$ cat config.mk
export PLATFORM = sky130hd
export DESIGN_NAME = literal_and_return_exec
export DESIGN_NICKNAME = d
export VERILOG_FILES = /design/src/verilog/lit_ret_pkg.sv /design/src/verilog/literal_and_return_exec.sv /design/src/verilog/return_stack_mem.sv
export SDC_FILE = /design/constraint.sdc
export NUM_CORES = 1
export LEC_CHECK = 0
export BUFFER_PORTS_ARGS = -buffer_cell sky130_fd_sc_hd__buf_2
export CAP_MARGIN = 20
export CORE_UTILIZATION = 25
export DETAILED_ROUTE_END_ITERATION = 6
export GPL_ROUTABILITY_DRIVEN = 0
export PLACE_DENSITY = 0.45
export RECOVER_POWER = 25
export SYNTH_ARGS = -nofsm -noshare
export SYNTH_HDL_FRONTEND = slang
export SYNTH_SLANG_ARGS = --single-unit
$ cat constraint.sdc
create_clock -name CLK -period 3.1 [get_ports CLK]
set_input_delay 0.62 -clock CLK [delete_from_list [all_inputs] [get_ports CLK]]
set_output_delay 0.62 -clock CLK [all_outputs]
set_load 0.03 [all_outputs]
$ cat src/verilog/lit_ret_pkg.sv
// Shared constants and types for the literal and return execution block
package lit_ret_pkg;
	localparam int ACC_W = 8;
	localparam int PC_W = 13;
	localparam int OP_W = 3;
	localparam int STACK_DEPTH = 8;
	localparam int SP_W = 3;

	// Operation select codes driven by the decode stage
	localparam logic [OP_W-1:0] OP_NOP = 3'h0;
	localparam logic [OP_W-1:0] OP_MOVE_LIT = 3'h1;
	localparam logic [OP_W-1:0] OP_RET_INT = 3'h2;
	localparam logic [OP_W-1:0] OP_RET_LIT = 3'h3;
	localparam logic [OP_W-1:0] OP_RET_SUB = 3'h4;

	localparam logic [ACC_W-1:0] ACC_RST = 8'h00;
	localparam logic [PC_W-1:0] PC_RST = 13'h0000;
	localparam logic [PC_W-1:0] PC_STEP = 13'h0001;
	localparam logic [SP_W-1:0] SP_RST = 3'h0;
	localparam logic [SP_W-1:0] SP_STEP = 3'h1;
	localparam logic IRQ_EN_RST = 1'b0;

	// Execution is single-cycle except for the pop-and-load returns
	typedef enum logic [1:0] {
		ST_IDLE = 2'b01,
		ST_POP = 2'b10
	} exec_state_t;
endpackage

$ cat src/verilog/literal_and_return_exec.sv
// Execution of move-literal, no-op and the three return operations
// How it works
// (RULE_01) Move-literal loads literal into accumulator, one cycle
// (RULE_02) Decoder zeroes the unused move-literal bits
// (RULE_03) Interrupt return pops stack into PC, two cycles
// (RULE_04) Interrupt return sets the global interrupt enable
// (RULE_05) Literal return loads literal into accumulator
// (RULE_06) Literal return pops stack into PC, two cycles
// (RULE_07) Subroutine return pops into PC, accumulator kept
// (RULE_08) No-op advances PC, changes nothing else
`timescale 1ns/1ps
module literal_and_return_exec
	import lit_ret_pkg::*;
(
	input wire logic CLK,
	input wire logic RST_N,
	input wire logic INSTR_VALID,
	input wire logic [OP_W-1:0] OP_SEL,
	input wire logic [ACC_W-1:0] LITERAL,
	input wire logic PUSH_VALID,
	input wire logic [PC_W-1:0] PUSH_ADDR,
	input wire logic IRQ_EN_CLEAR,
	output logic [ACC_W-1:0] ACC,
	output logic [PC_W-1:0] PC,
	output logic GLOBAL_IRQ_ENABLE,
	output logic BUSY,
	output logic DONE
);
	exec_state_t state_q, state_d;
	logic [ACC_W-1:0] acc_q, acc_d;
	logic [PC_W-1:0] pc_q, pc_d;
	logic [SP_W-1:0] sp_q, sp_d;
	logic [OP_W-1:0] op_q, op_d;
	logic [ACC_W-1:0] lit_q, lit_d;
	logic irq_en_q, irq_en_d;
	logic busy_q, busy_d;
	logic done_q, done_d;
	logic accept;
	logic is_return;
	logic push_en;
	logic [SP_W-1:0] pop_addr;
	logic [PC_W-1:0] stack_top;

	assign accept = INSTR_VALID && state_q == ST_IDLE;
	assign is_return = OP_SEL == OP_RET_INT || OP_SEL == OP_RET_LIT ||
		OP_SEL == OP_RET_SUB;
	// A push loses to a return taken in the same cycle, so the pointer
	// never moves both ways at once.
	assign push_en = PUSH_VALID && !(accept && is_return);
	assign pop_addr = sp_q - SP_STEP;

	return_stack_mem u_stack (
		.clk(CLK),
		.wr_en(push_en),
		.wr_addr(sp_q),
		.wr_data(PUSH_ADDR),
		.rd_addr(pop_addr),
		.rd_data(stack_top)
	);

	always_comb begin
		state_d = state_q;
		acc_d = acc_q;
		pc_d = pc_q;
		sp_d = sp_q;
		op_d = op_q;
		lit_d = lit_q;
		irq_en_d = irq_en_q;
		busy_d = 1'b0;
		done_d = 1'b0;
		if (IRQ_EN_CLEAR) begin
			irq_en_d = 1'b0;
		end
		if (push_en) begin
			sp_d = sp_q + SP_STEP;
		end
		unique case (state_q)
			ST_IDLE: begin
				if (accept) begin
					if (is_return) begin
						// Stack read is registered: PC loads next cycle
						sp_d = pop_addr; // [RULE_03] [RULE_06] [RULE_07]
						op_d = OP_SEL;
						lit_d = LITERAL;
						busy_d = 1'b1;
						state_d = ST_POP;
					end else begin
						if (OP_SEL == OP_MOVE_LIT) begin
							// Upper word bits are zero from decode
							acc_d = LITERAL; // [RULE_01]
						end
						// Unknown codes behave as a no-op
						pc_d = pc_q + PC_STEP; // [RULE_08]
						done_d = 1'b1;
					end
				end
			end
			ST_POP: begin
				pc_d = stack_top; // [RULE_03] [RULE_06] [RULE_07]
				if (op_q == OP_RET_LIT) begin
					acc_d = lit_q; // [RULE_05]
				end
				if (op_q == OP_RET_INT) begin
					// Re-enable wins over a simultaneous clear
					irq_en_d = 1'b1; // [RULE_04]
				end
				done_d = 1'b1;
				state_d = ST_IDLE;
			end
			default: begin
				state_d = ST_IDLE;
			end
		endcase
	end

	always_ff @(posedge CLK) begin
		if (!RST_N) begin
			state_q <= ST_IDLE;
			acc_q <= ACC_RST;
			pc_q <= PC_RST;
			sp_q <= SP_RST;
			op_q <= OP_NOP;
			lit_q <= ACC_RST;
			irq_en_q <= IRQ_EN_RST;
			busy_q <= 1'b0;
			done_q <= 1'b0;
		end else begin
			state_q <= state_d;
			acc_q <= acc_d;
			pc_q <= pc_d;
			sp_q <= sp_d;
			op_q <= op_d;
			lit_q <= lit_d;
			irq_en_q <= irq_en_d;
			busy_q <= busy_d;
			done_q <= done_d;
		end
	end

	assign ACC = acc_q;
	assign PC = pc_q;
	assign GLOBAL_IRQ_ENABLE = irq_en_q;
	assign BUSY = busy_q;
	assign DONE = done_q;

	a_move_lit_load: assert property ( // [RULE_01]
		@(posedge CLK) disable iff (!RST_N)
		accept && OP_SEL == OP_MOVE_LIT |=>
		acc_q == $past(LITERAL) && pc_q == $past(pc_q) + PC_STEP && done_q)
		else $error("move literal did not load accumulator in one cycle");

	a_move_sp_keep: assert property ( // [RULE_01]
		@(posedge CLK) disable iff (!RST_N)
		accept && OP_SEL == OP_MOVE_LIT && !PUSH_VALID |=>
		sp_q == $past(sp_q))
		else $error("move literal disturbed the return stack");

	a_ret_int_pc: assert property ( // [RULE_03]
		@(posedge CLK) disable iff (!RST_N)
		accept && OP_SEL == OP_RET_INT |=> busy_q && !done_q
		##1 done_q && !busy_q && pc_q == $past(stack_top))
		else $error("interrupt return did not load PC in two cycles");

	a_ret_int_irq: assert property ( // [RULE_04]
		@(posedge CLK) disable iff (!RST_N)
		accept && OP_SEL == OP_RET_INT |-> ##2 irq_en_q)
		else $error("interrupt return left interrupts disabled");

	a_irq_set_wins: assert property ( // [RULE_04]
		@(posedge CLK) disable iff (!RST_N)
		state_q == ST_POP && op_q == OP_RET_INT && IRQ_EN_CLEAR |=> irq_en_q)
		else $error("clear beat the interrupt return re-enable");

	a_irq_clear_takes: assert property (@(posedge CLK) disable iff (!RST_N)
		IRQ_EN_CLEAR && !(state_q == ST_POP && op_q == OP_RET_INT) |=>
		!irq_en_q)
		else $error("interrupt enable clear was lost");

	a_irq_hold: assert property (@(posedge CLK) disable iff (!RST_N)
		!IRQ_EN_CLEAR && !(state_q == ST_POP && op_q == OP_RET_INT) |=>
		irq_en_q == $past(irq_en_q))
		else $error("interrupt enable changed without cause");

	a_ret_lit_acc: assert property ( // [RULE_05]
		@(posedge CLK) disable iff (!RST_N)
		accept && OP_SEL == OP_RET_LIT |->
		##2 acc_q == $past(LITERAL, 2))
		else $error("literal return loaded wrong accumulator value");

	a_ret_lit_pop: assert property ( // [RULE_06]
		@(posedge CLK) disable iff (!RST_N)
		accept && OP_SEL == OP_RET_LIT |=>
		sp_q == $past(sp_q) - SP_STEP ##1 done_q && pc_q == $past(stack_top))
		else $error("literal return did not pop into PC");

	a_ret_sub_keep: assert property ( // [RULE_07]
		@(posedge CLK) disable iff (!RST_N)
		accept && OP_SEL == OP_RET_SUB |->
		##2 done_q && acc_q == $past(acc_q, 2) && pc_q == $past(stack_top))
		else $error("subroutine return changed accumulator or missed PC");

	a_ret_pop_sp: assert property ( // [RULE_03] [RULE_07]
		@(posedge CLK) disable iff (!RST_N)
		accept && is_return |=> sp_q == $past(sp_q) - SP_STEP)
		else $error("return did not pop exactly one stack entry");

	a_push_step_sp: assert property (@(posedge CLK) disable iff (!RST_N)
		PUSH_VALID && !(accept && is_return) |=>
		sp_q == $past(sp_q) + SP_STEP)
		else $error("push did not advance the stack pointer");

	a_nop_quiet: assert property ( // [RULE_08]
		@(posedge CLK) disable iff (!RST_N)
		accept && OP_SEL == OP_NOP && !PUSH_VALID && !IRQ_EN_CLEAR |=>
		acc_q == $past(acc_q) && sp_q == $past(sp_q) &&
		irq_en_q == $past(irq_en_q) && pc_q == $past(pc_q) + PC_STEP)
		else $error("no-op changed state");

	a_other_ops_quiet: assert property ( // [RULE_08]
		@(posedge CLK) disable iff (!RST_N)
		accept && !is_return && OP_SEL != OP_MOVE_LIT |=> done_q &&
		acc_q == $past(acc_q) && pc_q == $past(pc_q) + PC_STEP)
		else $error("unused code did not act as a no-op");

	a_pop_busy_once: assert property ( // [RULE_03]
		@(posedge CLK) disable iff (!RST_N)
		busy_q |=> !busy_q && done_q)
		else $error("return held busy longer than one extra cycle");

	a_busy_no_done: assert property ( // [RULE_03]
		@(posedge CLK) disable iff (!RST_N)
		busy_q |-> !done_q)
		else $error("return signalled done in its busy cycle");

	// No disable here: this one watches the reset itself
	a_reset_values: assert property (@(posedge CLK)
		!RST_N |=> acc_q == ACC_RST && pc_q == PC_RST && sp_q == SP_RST &&
		irq_en_q == IRQ_EN_RST && !busy_q && !done_q)
		else $error("reset left state at non-reset values");
endmodule

$ cat src/verilog/return_stack_mem.sv
// Hardware return stack storage with a registered read port
`timescale 1ns/1ps
module return_stack_mem
	import lit_ret_pkg::*;
(
	input wire logic clk,
	input wire logic wr_en,
	input wire logic [SP_W-1:0] wr_addr,
	input wire logic [PC_W-1:0] wr_data,
	input wire logic [SP_W-1:0] rd_addr,
	output logic [PC_W-1:0] rd_data
);
	logic [PC_W-1:0] mem_q [STACK_DEPTH];

	// Entries carry no reset; software never sees an unwritten slot
	// unless it returns more often than it called.
	for (genvar i = 0; i < STACK_DEPTH; i++) begin : g_entry
		always_ff @(posedge clk) begin
			if (wr_en && wr_addr == SP_W'(i)) begin
				mem_q[i] <= wr_data;
			end
		end
	end

	always_ff @(posedge clk) begin
		rd_data <= mem_q[rd_addr];
	end
endmodule
==> qor.yml, run 1 <==
p_leak_nw: 2.54
dp_hpwl_um: 9220
ant_nets: 0
cp.buffers_inverters: 2
drc: 0
final_common_cell: "edfxtp_1"
core_area_um2: 25100
ios: 53
cp.arrival_ns: 2.48
peakVddDrop_v: 0.000355
finalCritPeriodShare_pct: 78.5
synth_nets: 462
clockPowerShare_pct: 39.6
cts_tree: "yes"
die-area_um2: 26100
postCtsHoldBufs: 0
layout_min_cycle_time_ns: 2.43
path_max_fanout: 16
dieHeight_um: 162
grt_pass1_vias: 3794
min_from: "lit_q[3]"
clkTransAtPathRegs_ns: 0.06
combPwrFrac_pct: 11.1
critPathCaptureType: "flip-flop"
first_iter_violations: 307
stdcell_count: 824
whs_path_depth: 2
ys_ff_latch: 157
finalHoldWorstSlack_ns: 0.457
p_sw_mw: 1.19
clk_latency_ns: 0.42
yosysSeqAreaShare_pct: 65.7
vias: 3673
netlist_area_um2: 6370
r2r_setup_slack_ns: 0.67
dp_cells: 793
seq_power_share_pct: 49.2
wl_per_cell_um: 16.7
synth_cells: 423
fin_util_pct: 30.0
drive_gt1_share_pct: 27.5
max_freq_mhz: 411
row_count: 58
finalHoldViolations: 0
fin_area_um2: 7520
cts-buffers-inserted: 17
diodes: 0
synth-edff-count: 104
firstDrtPassIters: 6
start_util_pct: 25.4
syn2layout_area_growth_pct: 18.1
path_class: "flip-flop to flip-flop"
p_per_area_nw_per_um2: 650
min_to: "lit_q[3]"
hp-class: "flip-flop to flip-flop"
rr_startpoint: "state_q[1]"
netSwitchingFraction_pct: 24.3
mostFrequentLayoutCells: "edfxtp_1, dfxtp_1, buf_2"
clk_path_buf_depth: 2
htree_levels: 4
nNetsFinal: 521
placedInstanceArea_um2: 6990
ys.flop_type: "edfxtp_1"
io_buffer_count: 52
cts_root_buffer: "clkbuf_16"
grt_usage_pct: 11.1
crit_chain: "inv_1 > ha_1 > nand2_4 > o21bai_1 > buf_4 > and2_1 > and3_1"
cts_resized: 0
setup_viol: 0
maxCapViolCount: 0
critical_path.top_delay_family: "simple AND/OR/NAND/NOR gates"
internal_power_mw: 3.70
cpMaxStageDelayCell: "and3_1"
maxSlewViolCount: 0
r2r_end: "u_stack.mem_q[5][0]"
avgSynthCellArea_um2: 15.1
cp_slowest_stage_delay_ns: 0.64
max_slew.worst_pin.slew_ns: 0.714
yosys_warnings: 0
grt_pass1_wl_um: 21600
required_ns: 3.14
vias_per_cell: 4.46
grt.overflow.total: 0
async_flop_share_pct: 0
setup_tns_ns: 0
ys_types: 60
skew_ns: 0.0104
grt_max_degree: 38
outcome: "complete, no violations"
die_width_um: 162
rsz0062_at_grt: "no"
wirelength_um: 13700
post-cts-setup-buffers: 0
cts.sinks: 157
slew_headroom_pct: 52.4
reg2regPathDepth: 7
start_kind: "flip-flop"
antenna_found_initial: 0
[final cells by class]
cell class	instances	area, um2
Inverter	8	30.0
Multi-Input combinational cell	235	2020
Sequential cell	157	4190
Fill cell	2559	17600
Clock inverter	13	119
Tap cell	330	413
Clock buffer	18	429
Timing Repair Buffer	63	330
[state kept, by name (all words and copies together) (netlist names), 2 cells and up]
name	cells
PC	13
state_q	2
u_stack.mem_q	104
u_stack.rd_data	13
op_q	3
lit_q	8
sp_q	3
ACC	8
[how the worst max path moves through the flow]
stage / startpoint / end / slack [ns] / depth (start not counted)
2_1_floorplan: sp_q[0] / u_stack.rd_data[0] / 0.53 / 8
3_3_place_gp: OP_SEL[2] / u_stack.mem_q[1][9] / 0.54 / 6
3_5_place_dp: OP_SEL[2] / u_stack.mem_q[0][9] / 0.44 / 6
4_1_cts: state_q[1] / u_stack.mem_q[0][3] / 0.61 / 7
5_1_grt: state_q[1] / u_stack.mem_q[4][12] / 0.48 / 7
6_report: state_q[1] / u_stack.mem_q[5][0] / 0.67 / 7
[Yosys cell counts (all sizes together), types with 3 or more instances]
cell type / n / area (um2)
a41oi: 3 / 26.3
nand2b: 5 / 31.3
mux2: 15 / 169
nor2b: 3 / 18.8
a21oi: 30 / 150
nand3: 6 / 30.0
o21a: 3 / 22.5
nor2: 11 / 41.3
ha: 10 / 125
mux2i: 10 / 100
buf: 12 / 65.1
clkbuf: 11 / 73.8
a31oi: 4 / 25.0
and3: 13 / 83.8
o21ai: 10 / 50.1
nor3: 5 / 25.0
nand4: 4 / 25.0
dfxtp: 53 / 1060
a211oi: 10 / 75.1
mux4: 26 / 586
inv: 6 / 22.5
nand2: 33 / 131
edfxtp: 104 / 3120
[logic make-up after synthesis]
group           count (synthesis)  synth area share, %
buf+inv                        31                 2.65
flops                         157                 65.7
fa+ha+maj                      10                 1.96
xor+xnor                        1                0.138
mux                            51                 13.4
simple gates                   93                 7.70
compound gates                 80                 8.43
[worst reg2reg max path, stage by stage (launching register included)]
cell	delay [ns]
dfxtp_1	0.33
inv_1	0.06
ha_1	0.29
nand2_4	0.15
o21bai_1	0.12
buf_4	0.24
and2_1	0.24
and3_1	0.64
[layer usage]
layer / track usage (%) / wire length, um
met1: 14.6 / 6460
met2: 17.9 / 6530
met4: 3.52 / 154
met3: 3.03 / 602
met5: 0 / 0
[per-stage QoR]
stage          power [mW]  setup WS (ns)
6_report             4.89          0.665
5_1_grt              5.10          0.482
4_1_cts              4.96          0.611
3_5_place_dp         3.01          0.439
3_3_place_gp         3.00          0.536
2_1_floorplan        2.82          0.530
[power by group through the flow]
stage	Clock, mW	Sequential (mW)	Combinational [mW]
after floorplan	0	2.46	0.354
after global placement	0	2.45	0.551
after detailed placement	0	2.45	0.556
after CTS	1.99	2.41	0.560
after global routing	2.08	2.42	0.596
final	1.94	2.41	0.544
No activity file was read; power rests on OpenSTA's default activity.
==> inputs of run 2 (changes only) <==
Settings changed: PLACE_DENSITY 0.45 to 0.46.
Clock period 3.1 ns to 2.2 ns, I/O delays scaled along.
==> qor.yml, run 2 (synthesized netlist as in run 1, its figures left out) <==
cp.arrival_ns: 2.22  # was 2.48 ns
grt_pass1_wl_um: 22200  # was 21,600 um
peakVddDrop_v: 0.000482  # was 0.000355 V
max_slew.worst_pin.slew_ns: 0.460  # was 0.714 ns
p_per_area_nw_per_um2: 914  # was 650 nW/um2
mostFrequentLayoutCells: "edfxtp_1, dfxtp_1, buf_2"  # unchanged
postCtsHoldBufs: 0  # unchanged
vias_per_cell: 4.38  # was 4.46
dieHeight_um: 162  # unchanged
violations: "DRC"
maxSlewViolCount: 0  # unchanged
seq_power_share_pct: 47.8  # was 49.2%
grt_pass1_vias: 3718  # was 3,794
setup_viol: 0  # unchanged
row_count: 58  # unchanged
nNetsFinal: 530  # was 521
cts-buffers-inserted: 17  # unchanged
finalHoldViolations: 0  # unchanged
cts.sinks: 157  # unchanged
post-cts-setup-buffers: 0  # unchanged
largest_reg_flops: 104  # unchanged
htree_levels: 4  # unchanged
clockPowerShare_pct: 40.2  # was 39.6%
start_kind: "flip-flop"  # unchanged
slew_headroom_pct: 69.4  # was 52.4%
outcome: "complete, but fails checks"  # was complete, no violations
netSwitchingFraction_pct: 26.4  # was 24.3%
clk_latency_ns: 0.42  # about the same
grt_usage_pct: 11.5  # was 11.1%
skew_ns: 0.0139  # was 0.0104 ns
die_width_um: 162  # unchanged
die-area_um2: 26100  # unchanged
clkTransAtPathRegs_ns: 0.07  # was 0.06 ns
ios: 53  # unchanged
finalHoldWorstSlack_ns: 0.269  # was 0.457 ns
cts_resized: 0  # unchanged
dp_hpwl_um: 9720  # was 9220 um
drc: 1  # was 0
cts_root_buffer: "clkbuf_16"  # unchanged
internal_power_mw: 5.23  # was 3.70 mW
wirelength_um: 14200  # was 13,700 um
cts_tree: "yes"  # unchanged
combPwrFrac_pct: 12.0  # was 11.1%
vias: 3650  # was 3,673
max_freq_mhz: 518  # was 411 MHz
required_ns: 2.49  # was 3.14 ns
antenna_found_initial: 0  # unchanged
hp-class: "primary input to flip-flop"  # was flip-flop to flip-flop
maxCapViolCount: 0  # unchanged
final_common_cell: "edfxtp_1"  # unchanged
setup_tns_ns: 0  # unchanged
firstDrtPassIters: 7  # was 6
wl_per_cell_um: 17.0  # was 16.7 um
dp_cells: 802  # was 793
start_util_pct: 25.4  # unchanged
core_area_um2: 25100  # unchanged
rsz0062_at_grt: "no"  # unchanged
path_max_fanout: 22  # was 16
grt.overflow.total: 0  # unchanged
finalCritPeriodShare_pct: 87.8  # was 78.5%
grt_max_degree: 38  # unchanged
path_class: "flip-flop to flip-flop"  # unchanged
syn2layout_area_growth_pct: 22.1  # was 18.1%
p_sw_mw: 1.88  # was 1.19 mW
first_iter_violations: 292  # was 307
top_register: "u_stack.mem_q"  # unchanged
io_buffer_count: 52  # unchanged
diodes: 0  # unchanged
critPathCaptureType: "flip-flop"  # unchanged
clk_path_buf_depth: 2  # unchanged
ant_nets: 0  # unchanged
stdcell_count: 834  # was 824
layout_min_cycle_time_ns: 1.93  # was 2.43 ns
drive_gt1_share_pct: 29.0  # was 27.5%
p_leak_nw: 2.63  # was 2.54 nW
-- run 2: power by group through the flow --
stage	registers (mW)	clock network, mW	logic, mW
after floorplan	3.47	0	0.508
after global placement	3.46	0	0.862
after detailed placement	3.46	0	0.870
after CTS	3.40	2.96	0.874
after global routing	3.41	3.06	0.919
final	3.40	2.86	0.851
-- run 2: area by class of cell --
cell class,count,area [um2]
Sequential cell,157,4190
Inverter,8,30.0
Timing Repair Buffer,72,544
Fill cell,2531,17300
Clock inverter,15,161
Tap cell,330,413
Multi-Input combinational cell,235,2020
Clock buffer,17,425
-- run 2: critical path, cell delays in order (launching register included) --
cell,delay (ns)
dfxtp_1,0.32
inv_1,0.06
ha_1,0.21
clkinv_1,0.30
o32ai_2,0.25
buf_12,0.21
and2_1,0.31
a211oi_1,0.13
-- run 2: stage by stage --
stage | util [%] | power [mW] | cell area [um2] | setup slack (ns)
after floorplan | - | 3.98 | 6380 | 0.0485
after global placement | 28.7 | 4.32 | 7200 | 0.263
after detailed placement | 28.7 | 4.33 | 7200 | 0.244
after CTS | 31.0 | 7.23 | 7790 | 0.244
after global routing | 31.0 | 7.40 | 7770 | 0.0736
final | 31.0 | 7.11 | 7770 | 0.269
-- run 2: per-layer routing --
metal / global-route usage (%) / routed length (um)
met3: 2.72 / 619
met5: 0 / 0
met1: 14.5 / 6410
met2: 19.3 / 7040
met4: 3.73 / 115
-- run 2: worst paths after layout --
check	startpoint	to	slack, ns	depth (start not counted)
max	state_q[0]	ACC[2]	0.27	7
min	OP_SEL[2]	op_q[1]	0.27	2
max reg2reg	state_q[0]	ACC[2]	0.27	7
min reg2reg	lit_q[1]	lit_q[1]	0.46	2
==> inputs of run 3 (changes only) <==
Settings changed: ABC_AREA set to 1.
==> qor.yml, run 3 <==
outcome: "complete, no violations"  # was complete, but fails checks
netlist_area_um2: 6480  # was 6370 um2
dp_cells: 993  # was 802
first_iter_violations: 312  # was 292
synth_top_area_share_pct: 48.2  # was 49.0%
drive_gt1_share_pct: 16.1  # was 29.0%
stdcell_count: 1025  # was 834
wl_per_cell_um: 14.7  # was 17.0 um
dieHeight_um: 163  # was 162 um
path_max_fanout: 9  # was 22
diodes: 0  # unchanged
ys_ff_latch: 157  # unchanged
grt_pass1_wl_um: 23800  # was 22,200 um
min_to: "GLOBAL_IRQ_ENABLE"  # was op_q[1]
ys_types: 35  # was 60
synth_cells: 621  # was 423
cts_root_buffer: "clkbuf_16"  # unchanged
setup_viol: 0  # unchanged
postCtsHoldBufs: 0  # unchanged
firstDrtPassIters: 4  # was 7
rsz0062_at_grt: "no"  # unchanged
cp.arrival_ns: 2.18  # was 2.22 ns
drc: 0  # was 1
wirelength_um: 15000  # was 14,200 um
layout_min_cycle_time_ns: 2.05  # was 1.93 ns
maxCapViolCount: 0  # unchanged
reg2regPathDepth: 8  # was 7
clk_path_buf_depth: 2  # unchanged
maxSlewViolCount: 0  # unchanged
vias_per_cell: 4.34  # was 4.38
crit_top_cell: "nand2_1"
io_buffer_count: 52  # unchanged
yosys_warnings: 0  # unchanged
finalCritPeriodShare_pct: 93.3  # was 87.8%
synth_common_cells: "nor2_1, edfxtp_1, nand2_1"  # was edfxtp_1, dfxtp_1, nand2_1
core_area_um2: 25300  # was 25,100 um2
crit_chain: "inv_1 > ha_1 > nand2_1 > inv_2 > nand2_1 > nand2_1 > nor3_4 > buf_4"  # was inv_1 > ha_1 > clkinv_1 > o32ai_2 > buf_12 > and2_1 > a211oi_1
finalHoldViolations: 0  # unchanged
htree_levels: 4  # unchanged
row_count: 58  # unchanged
cts.sinks: 157  # unchanged
cts_tree: "yes"  # unchanged
ys.flop_type: "edfxtp_1"  # unchanged
skew_ns: 0.0119  # was 0.0139 ns
avgSynthCellArea_um2: 10.4  # was 15.1 um2
grt_pass1_vias: 4132  # was 3,718
synth-edff-count: 104  # unchanged
placedInstanceArea_um2: 7180  # was 7200 um2
nNetsFinal: 721  # was 530
synth_most_common_cell: "nor2_1"  # was edfxtp_1
syn2layout_area_growth_pct: 19.4  # was 22.1%
p_leak_nw: 2.89  # was 2.63 nW
fin_area_um2: 7730  # was 7770 um2
grt_usage_pct: 11.9  # was 11.5%
die-area_um2: 26600  # was 26,100 um2
path_class: "flip-flop to flip-flop"  # unchanged
critPathCaptureType: "flip-flop"  # unchanged
start_util_pct: 25.6  # was 25.4%
cp_slowest_stage_delay_ns: 0.34  # was 0.32 ns
synth_top_area_cell: "edfxtp_1"  # unchanged
post-cts-setup-buffers: 0  # unchanged
p_per_area_nw_per_um2: 915  # was 914 nW/um2
yosysSeqAreaShare_pct: 64.6  # was 65.7%
ant_nets: 0  # unchanged
required_ns: 2.33  # was 2.49 ns
r2r_end: "u_stack.mem_q[0][7]"  # was ACC[2]
max_slew.worst_pin.slew_ns: 0.954  # was 0.460 ns
min_from: "IRQ_EN_CLEAR"  # was OP_SEL[2]
final_common_cell: "nor2_1"  # was edfxtp_1
grt_max_degree: 35  # was 38
start_kind: "flip-flop"  # unchanged
vias: 4451  # was 3,650
max_freq_mhz: 487  # was 518 MHz
cts_resized: 0  # unchanged
rr_startpoint: "state_q[1]"  # was state_q[0]
die_width_um: 163  # was 162 um
cpMaxStageDelayCell: "dfxtp_1"  # unchanged
grt.overflow.total: 0  # unchanged
hp-class: "primary input to flip-flop"  # unchanged
cts-buffers-inserted: 17  # unchanged
top_register: "u_stack.mem_q"  # unchanged
crit_start: "state_q[1]"  # was state_q[0]
ios: 53  # unchanged
synth.area.top_cells: "edfxtp_1, dfxtp_1, nor2_1"  # was edfxtp_1, dfxtp_1, mux4_2
r2r_setup_slack_ns: 0.15  # was 0.27 ns
largest_reg_flops: 104  # unchanged
async_flop_share_pct: 0  # unchanged
synth_nets: 660  # was 462
peakVddDrop_v: 0.000531  # was 0.000482 V
clk_latency_ns: 0.43  # was 0.42 ns
antenna_found_initial: 0  # unchanged
slew_headroom_pct: 36.1  # was 69.4%
whs_path_depth: 4  # was 2
dp_hpwl_um: 10100  # was 9720 um
clkTransAtPathRegs_ns: 0.07  # about the same
mostFrequentLayoutCells: "nor2_1, edfxtp_1, nand2_1"  # was edfxtp_1, dfxtp_1, buf_2
[run 3: changes by cell type in the layout (fill, tap and decap cells not counted), moves of 12 or more]
| cell | change |
|---|---|
| a21oi_1 | -14 |
| inv_1 | +37 |
| mux2_2 | -15 |
| mux4_2 | -26 |
| nand2_1 | +65 |
| nor2_1 | +94 |
| o21ai_0 | +58 |
| o32ai_1 | +12 |
[run 3: per-stage QoR]
step / hold WS, ns / setup TNS (ns) / total power [mW] / worst slack (ns) / util [%]
2_1_floorplan: 0.445 / -16.08 / 4.04 / -0.206 / -
3_3_place_gp: 0.457 / 0 / 4.36 / 0.0988 / 28.4
3_5_place_dp: 0.459 / 0 / 4.36 / 0.0573 / 28.4
4_1_cts: 0.257 / 0 / 7.16 / 0.0488 / 30.6
5_1_grt: 0.275 / 0 / 7.39 / 0.00483 / 30.5
6_report: 0.266 / 0 / 7.07 / 0.147 / 30.5
[run 3: kinds of logic (layout without fill, tap and decap cells)]
kind of cell               Yosys count  in the layout  synth area share (%)
buffers and inverters               79            153                  5.31
xor gates and xnor gates             1              1                 0.251
AOI/OAI and AO/OA                  120            120                  10.7
muxes                               14             14                  2.16
and+or+nand+nor                    240            240                  15.0
DFF                                157            157                  64.6
adders and majority gates           10             10                  1.93
[run 3: layout make-up]
| class | count | area, um2 |
|---|---|---|
| inverters | 49 | 184 |
| multi-input cells | 385 | 1990 |
| well taps | 330 | 413 |
| repair buffers | 72 | 409 |
| clock buffers | 18 | 429 |
| flip-flops and latches | 157 | 4190 |
| clock inverters | 14 | 129 |
| fillers | 2634 | 17600 |
[run 3: how the worst max path moves through the flow]
| stage | to | cells past startpoint |
|---|---|---|
| 6_report | u_stack.mem_q[0][7] | 8 |
| 4_1_cts | u_stack.mem_q[0][7] | 8 |
| 2_1_floorplan | u_stack.mem_q[0][0] | 7 |
| 3_5_place_dp | u_stack.mem_q[0][1] | 8 |
| 5_1_grt | u_stack.mem_q[0][7] | 8 |
| 3_3_place_gp | u_stack.mem_q[0][1] | 8 |
[run 3: critical path: cells and delay by family (launching register included)]
kind / cells / cell delay [ns]
adder cells (fa/ha/maj): 1 / 0.24
AND/OR/NAND/NOR: 4 / 0.84
flip-flops: 1 / 0.34
buffers and inverters: 3 / 0.33
[run 3: power breakdown]
part           total [mW]  internal (mW)  switching [mW]
clock network        2.79           1.49            1.31
logic               0.868          0.284           0.585
registers            3.41           3.34          0.0668
[run 3: routing by layer]
layer / global-route usage (%) / wire, um
met1: 17.7 / 7790
met2: 17.0 / 6330
met3: 2.55 / 708
met4: 4.08 / 196
met5: 0 / 0
